===== src/common/spims_pkg.sv =====
// Purpose: constants for the SPI shifter
// Assumes: 20 MHz mclk_i
// Notes:   link clock is oversampled by mclk_i
`default_nettype none
package spims_pkg;
	localparam int unsigned CHAR_W      = 8;
	localparam int unsigned CNT_W       = 4;
	localparam logic [3:0]  LEN7        = 4'h7;
	localparam logic [3:0]  LEN8        = 4'h8;
	localparam logic [1:0]  GAP_CYCLES  = 2'h2;
	localparam logic [7:0]  RX_RESET    = 8'h00;
	typedef enum logic [1:0] {
		SPIMS_IDLE  = 2'b00,
		SPIMS_FIRST = 2'b01,
		SPIMS_SECND = 2'b11,
		SPIMS_GAP   = 2'b10
	} spims_state_e;
endpackage : spims_pkg
`default_nettype wire


===== src/hdl/spims_shifter.sv =====
// Purpose: SPI master/slave shifter with double buffered paths
// Assumes: pins sampled by mclk_i; baud tick from shared generator
// Notes:   two-entry transmit buffer with valid/ready
`default_nettype none
module spims_shifter #(
	parameter int unsigned DEPTH = 2
) (
	input  wire logic       mclk_i,
	input  wire logic       reset_i,
	input  wire logic       sync_mode_i,
	input  wire logic       master_select_bit_i,
	input  wire logic       four_pin_i,
	input  wire logic       char8_i,
	input  wire logic       clk_polarity_i,
	input  wire logic       port_function_select_i,
	input  wire logic       baud_tick_i,
	input  wire logic       tx_valid_i,
	input  wire logic [7:0] tx_data_i,
	output logic            tx_ready_o,
	output logic            rx_valid_o,
	input  wire logic       rx_ready_i,
	output logic [7:0]      receive_buffer_o,
	output logic            receive_flag_o,
	output logic            transmit_ready_flag_o,
	input  wire logic       rx_int_ack_i,
	input  wire logic       tx_int_ack_i,
	output logic            overrun_error_o,
	output logic            bus_conflict_error_bit_o,
	input  wire logic       error_clear_i,
	input  wire logic       serial_clock_pin_i,
	output logic            serial_clock_pin_o,
	output logic            serial_clock_pin_oe_n_o,
	input  wire logic       master_out_data_pin_i,
	output logic            master_out_data_pin_o,
	output logic            master_out_data_pin_oe_n_o,
	input  wire logic       master_in_data_pin_i,
	output logic            master_in_data_pin_o,
	output logic            master_in_data_pin_oe_n_o,
	input  wire logic       slave_transmit_enable_pin_i
);
	// Pin synchronisers: first stage read only by second stage
	logic [3:0] sync1, sync2;
	logic       sclk_d;
	always_ff @(posedge mclk_i) begin
		if (reset_i) begin
			// Reset to polarity 0 idle pin levels (clock low), so no false clock edge follows reset while clk_polarity_i is 0
			sync1  <= 4'h8;
			sync2  <= 4'h8;
			sclk_d <= 1'b0;
		end else begin
			sync1  <= {slave_transmit_enable_pin_i, serial_clock_pin_i, master_out_data_pin_i, master_in_data_pin_i};
			sync2  <= sync1;
			sclk_d <= sync2[2];
		end
	end
	wire ste_s  = sync2[3];
	wire sclk_s = sync2[2];
	wire mosi_s = sync2[1];
	wire miso_s = sync2[0];

	// Transmit buffer: two entries, ready reaches the software side
	logic [7:0]      tbuf [DEPTH];
	logic [1:0]      tcount, next_tcount;
	logic            twr, next_twr, trd, next_trd;
	wire             tpop;
	wire             tpush = tx_valid_i && tx_ready_o;
	assign tx_ready_o = (tcount != 2'(DEPTH));
	wire   tbuf_valid = (tcount != 2'h0);
	always_comb begin
		next_tcount = 2'(tcount + {1'b0, tpush} - {1'b0, tpop});
		next_twr    = tpush ? ~twr : twr;
		next_trd    = tpop ? ~trd : trd;
	end
	always_ff @(posedge mclk_i) begin
		if (reset_i) begin
			tcount <= 2'h0;
			twr    <= 1'b0;
			trd    <= 1'b0;
		end else begin
			tcount <= next_tcount;
			twr    <= next_twr;
			trd    <= next_trd;
			if (tpush)
				tbuf[twr] <= tx_data_i;
		end
	end

	// Shifter core
	spims_pkg::spims_state_e state, next_state;
	logic [7:0] tsh, next_tsh, rsh, next_rsh, rbuf, next_rbuf;
	logic [3:0] bitn, next_bitn;
	logic [1:0] gap, next_gap;
	logic       sck, next_sck, rflag, next_rflag, tflag, next_tflag;
	logic       ovr, next_ovr, fe, next_fe, rfull, next_rfull, tsh_full, next_tsh_full;

	wire master  = master_select_bit_i;
	wire ste_use = four_pin_i && port_function_select_i;
	wire m_block = master && ste_use && !ste_s;
	wire s_en    = !ste_use || !ste_s;
	wire [3:0] len = char8_i ? spims_pkg::LEN8 : spims_pkg::LEN7;
	wire s_lead  = sclk_s && !sclk_d;
	wire s_trail = !sclk_s && sclk_d;
	wire s_cap   = clk_polarity_i ? s_trail : s_lead;
	wire s_shift = clk_polarity_i ? s_lead : s_trail;
	assign tpop  = tbuf_valid && !tsh_full && sync_mode_i && !m_block && state == spims_pkg::SPIMS_IDLE;
	wire rd      = rx_valid_o && rx_ready_i;

	always_comb begin
		next_state    = state;
		next_tsh      = tsh;
		next_rsh      = rsh;
		next_rbuf     = rbuf;
		next_bitn     = bitn;
		next_gap      = gap;
		next_sck      = sck;
		next_tsh_full = tsh_full;
		next_rfull    = rfull;
		next_ovr      = error_clear_i ? 1'b0 : ovr;
		next_fe       = error_clear_i ? 1'b0 : fe;
		next_rflag    = (rd || rx_int_ack_i) ? 1'b0 : rflag;
		next_tflag    = (tpush || tx_int_ack_i) ? 1'b0 : tflag;
		if (rd)
			next_rfull = 1'b0;
		if (tpop) begin
			// Bit 7 always leads; a 7-bit character is its top seven bits
			next_tsh      = tbuf[trd];
			next_tsh_full = 1'b1;
			next_bitn     = 4'h0;
			next_rsh      = spims_pkg::RX_RESET;
			if (master) begin
				next_state = spims_pkg::SPIMS_FIRST;
				next_sck   = 1'b0;
			end
		end
		if (!sync_mode_i) begin
			next_state    = spims_pkg::SPIMS_IDLE;
			next_sck      = 1'b0;
		end else if (master) begin
			if (m_block) begin
				next_fe    = 1'b1;
				next_rflag = 1'b1;
			end else if (baud_tick_i) begin
				unique case (state)
					spims_pkg::SPIMS_IDLE: ;
					spims_pkg::SPIMS_FIRST: begin
						next_sck   = 1'b1;
						next_rsh   = {rsh[6:0], miso_s};
						next_state = spims_pkg::SPIMS_SECND;
					end
					spims_pkg::SPIMS_SECND: begin
						next_sck  = 1'b0;
						next_tsh  = {tsh[6:0], 1'b0};
						next_bitn = 4'(bitn + 4'h1);
						next_state = (4'(bitn + 4'h1) == len) ? spims_pkg::SPIMS_GAP : spims_pkg::SPIMS_FIRST;
						next_gap  = 2'h0;
					end
					spims_pkg::SPIMS_GAP: begin
						next_gap = 2'(gap + 2'h1);
						if (2'(gap + 2'h1) == spims_pkg::GAP_CYCLES) begin
							next_state    = spims_pkg::SPIMS_IDLE;
							next_tsh_full = 1'b0;
						end
					end
				endcase
			end
			if (state == spims_pkg::SPIMS_GAP && gap == 2'h0 && baud_tick_i && !m_block) begin
				next_rbuf  = char8_i ? rsh : {1'b0, rsh[6:0]};
				next_rflag = 1'b1;
				next_rfull = 1'b1;
				next_ovr   = ovr || (rfull && !rd);
			end
		end else if (s_en) begin
			if (s_cap) begin
				next_rsh  = {rsh[6:0], mosi_s};
				next_bitn = 4'(bitn + 4'h1);
				if (4'(bitn + 4'h1) == len) begin
					next_rbuf     = char8_i ? {rsh[6:0], mosi_s} : {1'b0, rsh[5:0], mosi_s};
					next_rflag    = 1'b1;
					next_rfull    = 1'b1;
					next_ovr      = ovr || (rfull && !rd);
					next_bitn     = 4'h0;
					next_tsh_full = 1'b0;
				end
			end else if (s_shift && bitn != 4'h0)
				next_tsh = {tsh[6:0], 1'b0};
		end
		if (!tsh_full && !tbuf_valid)
			next_tflag = 1'b1;
	end

	always_ff @(posedge mclk_i) begin
		if (reset_i) begin
			state    <= spims_pkg::SPIMS_IDLE;
			tsh      <= 8'h00;
			rsh      <= 8'h00;
			rbuf     <= spims_pkg::RX_RESET;
			bitn     <= 4'h0;
			gap      <= 2'h0;
			sck      <= 1'b0;
			rflag    <= 1'b0;
			tflag    <= 1'b1;
			ovr      <= 1'b0;
			fe       <= 1'b0;
			rfull    <= 1'b0;
			tsh_full <= 1'b0;
		end else begin
			state    <= next_state;
			tsh      <= next_tsh;
			rsh      <= next_rsh;
			rbuf     <= next_rbuf;
			bitn     <= next_bitn;
			gap      <= next_gap;
			sck      <= next_sck;
			rflag    <= next_rflag;
			tflag    <= next_tflag;
			ovr      <= next_ovr;
			fe       <= next_fe;
			rfull    <= next_rfull;
			tsh_full <= next_tsh_full;
		end
	end

	assign receive_buffer_o         = rbuf;
	assign rx_valid_o               = rfull;
	assign receive_flag_o           = rflag;
	assign transmit_ready_flag_o    = tflag;
	assign overrun_error_o          = ovr;
	assign bus_conflict_error_bit_o = fe;
	// Drive pins: idle clock level follows polarity
	assign serial_clock_pin_o         = sck ^ clk_polarity_i;
	assign serial_clock_pin_oe_n_o    = !(sync_mode_i && master && !m_block);
	assign master_out_data_pin_o      = tsh[7];
	assign master_out_data_pin_oe_n_o = !(sync_mode_i && master && !m_block);
	assign master_in_data_pin_o       = tsh[7];
	assign master_in_data_pin_oe_n_o  = !(sync_mode_i && !master && s_en);
endmodule : spims_shifter
`default_nettype wire


===== config.mk =====
export PLATFORM = sky130hd
export DESIGN_NAME = spims_shifter
export DESIGN_NICKNAME = d
export VERILOG_FILES = /design/src/common/spims_pkg.sv /design/src/hdl/spims_shifter.sv
export SDC_FILE = /design/constraint.sdc
export NUM_CORES = 1
export LEC_CHECK = 0
export ABC_AREA = 1
export ABC_CLOCK_PERIOD_IN_PS = 2650
export BUFFER_PORTS_ARGS = -buffer_cell sky130_fd_sc_hd__buf_4
export CORE_ASPECT_RATIO = 1.75
export CORE_MARGIN = 3
export CORE_UTILIZATION = 50
export DETAILED_ROUTE_END_ITERATION = 12
export PLACE_DENSITY = 0.75
export SYNTH_ARGS = -nofsm -noshare
export SYNTH_HDL_FRONTEND = slang
export SYNTH_SLANG_ARGS = --single-unit

===== constraint.sdc =====
create_clock -name mclk_i -period 2.65 [get_ports mclk_i]
set_input_delay 0.53 -clock mclk_i [delete_from_list [all_inputs] [get_ports mclk_i]]
set_output_delay 0.53 -clock mclk_i [all_outputs]
set_load 0.05 [all_outputs]

==> results <==
- The run finished with clean final reports.
- The count of nets after finishing is 495.
- The initial utilization of the core area, before any placement, comes to 52.2%.
- Global routing used 19.9% of the available tracks across all layers.
- The layout has 639 filler cells.
- At the worst endpoint, the required time is 2.12 ns.
- The clock buffer count from CTS is 9.
- The area of placed instances is 3760 sq um.
- The H-tree was split into 3 levels.
- STA classifies the critical path startpoint as an input port.
- After synthesis, the cell types taking the most area are dfxtp_1 31%, edfxtp_1 14%, nand2_1 10%.
- The maximum vdd drop is 0.651 mV.
- During placement, the flow inserted port buffers numbering between 40 and 50.
- The hold violation count in the final report came to 0.
- The wire length of the first global-routing pass is about 12,000 um.
- After clock tree synthesis, the flow added hold-fix buffers numbering 0.
- Routability-driven placement finished with a final weighted congestion of 0.908.
- The share of layout cells above drive strength 1 is 24.8%.
- Gates resized during post-CTS repair numbered 0.
- The die is 116 um tall.
- The via count of the first global-routing pass is 2,677.
- The share of the synthesized area in the top cell type is 30.8%.
- The number of distinct library cells after synthesis is 33.
- The width of the die is a little under 70 um.
- The cell sitting at the root of the clock tree is a clkbuf_16.
- The insertion delay to the later sink of the worst-skew pair is around 0.34 ns.
- The slew at the pin closest to its max-slew limit is 0.627 ns.
- The number of antenna violations at the first check in global routing is 0.
- The routed via count is about 2,800.
- The kind of end point of the critical path is an output pin.
- The clock passes through at most 2 buffers.
- The final-layout setup total negative slack is 0 ns.
- The synthesized area per cell is 8.13 sq um.
- The cell area after layout is 4030 sq um.
- Detailed placement finished with a half-perimeter wire length of roughly 5100 um.
- The final worst-path cycle share is 73.2%.
- The number of sinks on the clock net is 69.
- The final layout contains routed wiring with a total length of between 6000 and 7000 um.
- Relative to the synthesized area, the layout overhead comes to 17.2%.
- The worst relative slew slack is 58.0%.
- The worst-case clock skew is approximately 0.012 ns.
- The boundary pin count is 46.
- The count of nets left with antenna violations once routing finished came out at 0.
- The post-synthesis net count is 455.
- In this run the worst path has a maximum fanout of 16.
- The core region is 6590 sq um.
- After clock tree synthesis, the clock-pin slew on the worst setup and hold paths is 0.05 ns.
- The number of antenna diodes in the final layout is 0.
- Dividing the detail-routed wire length by the instance count gives 12.6 um.
- The worst hold path belongs to the class in2reg.
- The data arrival at the endpoint of the critical path is 1.41 ns.
- Synthesis handed over a netlist of 423 instances.
- The maximum number of pins on one net before global-route repair is 35.
- The final critical path time including I/O delays and setup is 1.94 ns.
- The placement row count is 39.
- Summed over all cells, the static leakage comes to 1.74 nW.
- Setup repair after global routing left no endpoint under its margin.
- The number of max-slew violations in the final report is 0.
- Derived from the worst setup path, the maximum achievable clock frequency is 0.515 GHz.
- The post-route DRC violation count is 0.
- Dividing the detail-routed via count by the number of cells gives between 5 and 6.
- The remaining global-route overflow is 0.
- The biggest area contributor in the post-synthesis netlist is dfxtp_1.
- After the first detailed-routing iteration, the DRC count stood at 192.
- The number of iterations in the first detailed-routing pass is 7.
- For this design the ratio of total power to cell area is 710 nW/um^2.
- The critical path class is in2out.
- Post-CTS timing repair inserted 0 buffers for setup.
- After synthesis the netlist holds a flip-flop and latch count of 69.
- The tool flagged a number of max-cap violations equal to 0.
- TritonCTS built the clock tree.
- The total standard cell area after synthesis is 3440 sq um.
- During synthesis, Yosys emitted a total of 0 warnings.
- Setup violations remaining at the end of the flow were counted as 0.
- For this run, the register share of the synthesized area comes to 44.8%.
- The area of the die is between 7000 and 8000 sq um.
[state kept, by name (all words and copies together) (netlist names), named ones only]
name                      flops
bitn                          4
bus_conflict_error_bit_o      1
gap                           2
overrun_error_o               1
receive_buffer_o              8
receive_flag_o                1
rsh                           8
rx_valid_o                    1
sck                           1
sclk_d                        1
state                         2
sync1                         4
sync2                         4
tbuf                         16
tcount                        2
transmit_ready_flag_o         1
trd                           1
tsh                           8
tsh_full                      1
twr                           1
[where the power goes]
group	internal [mW]	total [mW]	switching, mW
Clock	0.630	1.07	0.437
Sequential	1.18	1.24	0.0681
Combinational	0.203	0.553	0.351
[synthesized netlist by cell type, drive strengths merged]
| cell type | number |
|---|---|
| dfxtp | 53 |
| nand4 | 20 |
| buf | 12 |
| xor2 | 3 |
| mux2i | 15 |
| inv | 51 |
| nand2 | 115 |
| o21ai | 14 |
| nor2 | 61 |
| a21oi | 25 |
| nor3b | 1 |
| nand3 | 18 |
| ha | 6 |
| and3 | 1 |
| edfxtp | 16 |
| clkbuf | 6 |
| or2 | 2 |
| nor3 | 1 |
| o211ai | 1 |
| nand3b | 2 |
[worst max-delay path: stages]
cell     delay, ns
buf_4         0.25
nand2_4       0.10
nor2_8        0.11
inv_4         0.08
nand2_1       0.12
buf_4         0.21
[cells by family (layout without fill, tap and decap cells)]
family                     after synthesis  count (layout)  share of synthesized area [%]
adders and majority gates                6               6                           2.18
buffers and inverters                   69             114                           9.42
muxes                                   15              15                           4.37
and+or+nand+nor                        221             221                           32.6
DFF                                     69              69                           44.8
AOI/OAI and AO/OA                       40              40                           5.89
xor gates and xnor gates                 3               3                          0.764
[placed cells by master (no fill, tap or decap)]
cell / netlist / final
nand2_1: 95 / 95
dfxtp_1: 53 / 53
buf_4: 3 / 47
nor2_1: 45 / 45
inv_1: 39 / 39
a21oi_1: 25 / 25
nand4_1: 20 / 20
edfxtp_1: 16 / 16
mux2i_1: 15 / 15
nand2_2: 14 / 14
nand3_1: 14 / 14
inv_2: 11 / 11
nor2_2: 11 / 11
o21ai_0: 11 / 11
clkbuf_16: 0 / 9
nand2_4: 6 / 6
ha_1: 6 / 6
xor2_1: 3 / 3
nor2_4: 3 / 3
o21ai_1: 3 / 3
clkinv_2: 0 / 3
nor2_8: 2 / 2
nand3_2: 2 / 2
nand3_4: 2 / 2
or2_2: 2 / 2
nand3b_1: 2 / 2
clkinvlp_4: 0 / 2
inv_4: 1 / 1
nor3_1: 1 / 1
nor3b_1: 1 / 1
o211ai_1: 1 / 1
and3_1: 1 / 1
inv_6: 0 / 1
clkbuf_1: 6 / 1
[final timing paths]
| path | startpoint | to | slack, ns | depth (start not counted) |
|---|---|---|---|---|
| worst max-delay path | master_select_bit_i | master_out_data_pin_oe_n_o | 0.71 | 6 |
| worst min register to register | sync1[0]$_SDFF_PP0_ | sync2[0]$_SDFF_PP0_ | 0.40 | 2 |
| worst max register to register | bitn[0]$_SDFF_PP0_ | receive_buffer_o[1]$_SDFFE_PP0P_ | 0.76 | 12 |
| worst min-delay path | tx_data_i[7] | tbuf[0][7]$_DFFE_PP_ | 0.38 | 1 |
[through the flow]
| step | hold WS [ns] | setup slack, ns | std cells | power [mW] | util [%] |
|---|---|---|---|---|---|
| 2_1_floorplan | 0.388 | 0.586 | 423 | 1.69 | - |
| 3_3_place_gp | 0.390 | 0.577 | 534 | 1.80 | 57.2 |
| 3_5_place_dp | 0.398 | 0.523 | 534 | 1.82 | 57.2 |
| 4_1_cts | 0.371 | 0.709 | 550 | 2.89 | 61.2 |
| 5_1_grt | 0.363 | 0.577 | 550 | 3.02 | 61.2 |
| 6_report | 0.382 | 0.710 | 550 | 2.86 | 61.2 |
[area by class of cell]
class | instances | area [sq um] | area share, %
multi-input cells | 285 | 1570 | 39.0
flip-flops and latches | 69 | 1540 | 38.2
repair buffers | 47 | 353 | 8.75
clock buffers | 10 | 229 | 5.68
inverters | 51 | 194 | 4.81
well taps | 82 | 103 | 2.54
clock inverters | 6 | 38.8 | 0.962
[per-layer routing]
metal	vias to the layer above	global-route usage [%]	wire, um
met1	1276	20.0	2580
met4	0	7.16	75
met5	-	0	0
met2	67	36.4	4010
li1	1435	-	-
met3	8	6.89	285
Note: power is estimated with default switching activity, not from simulation.
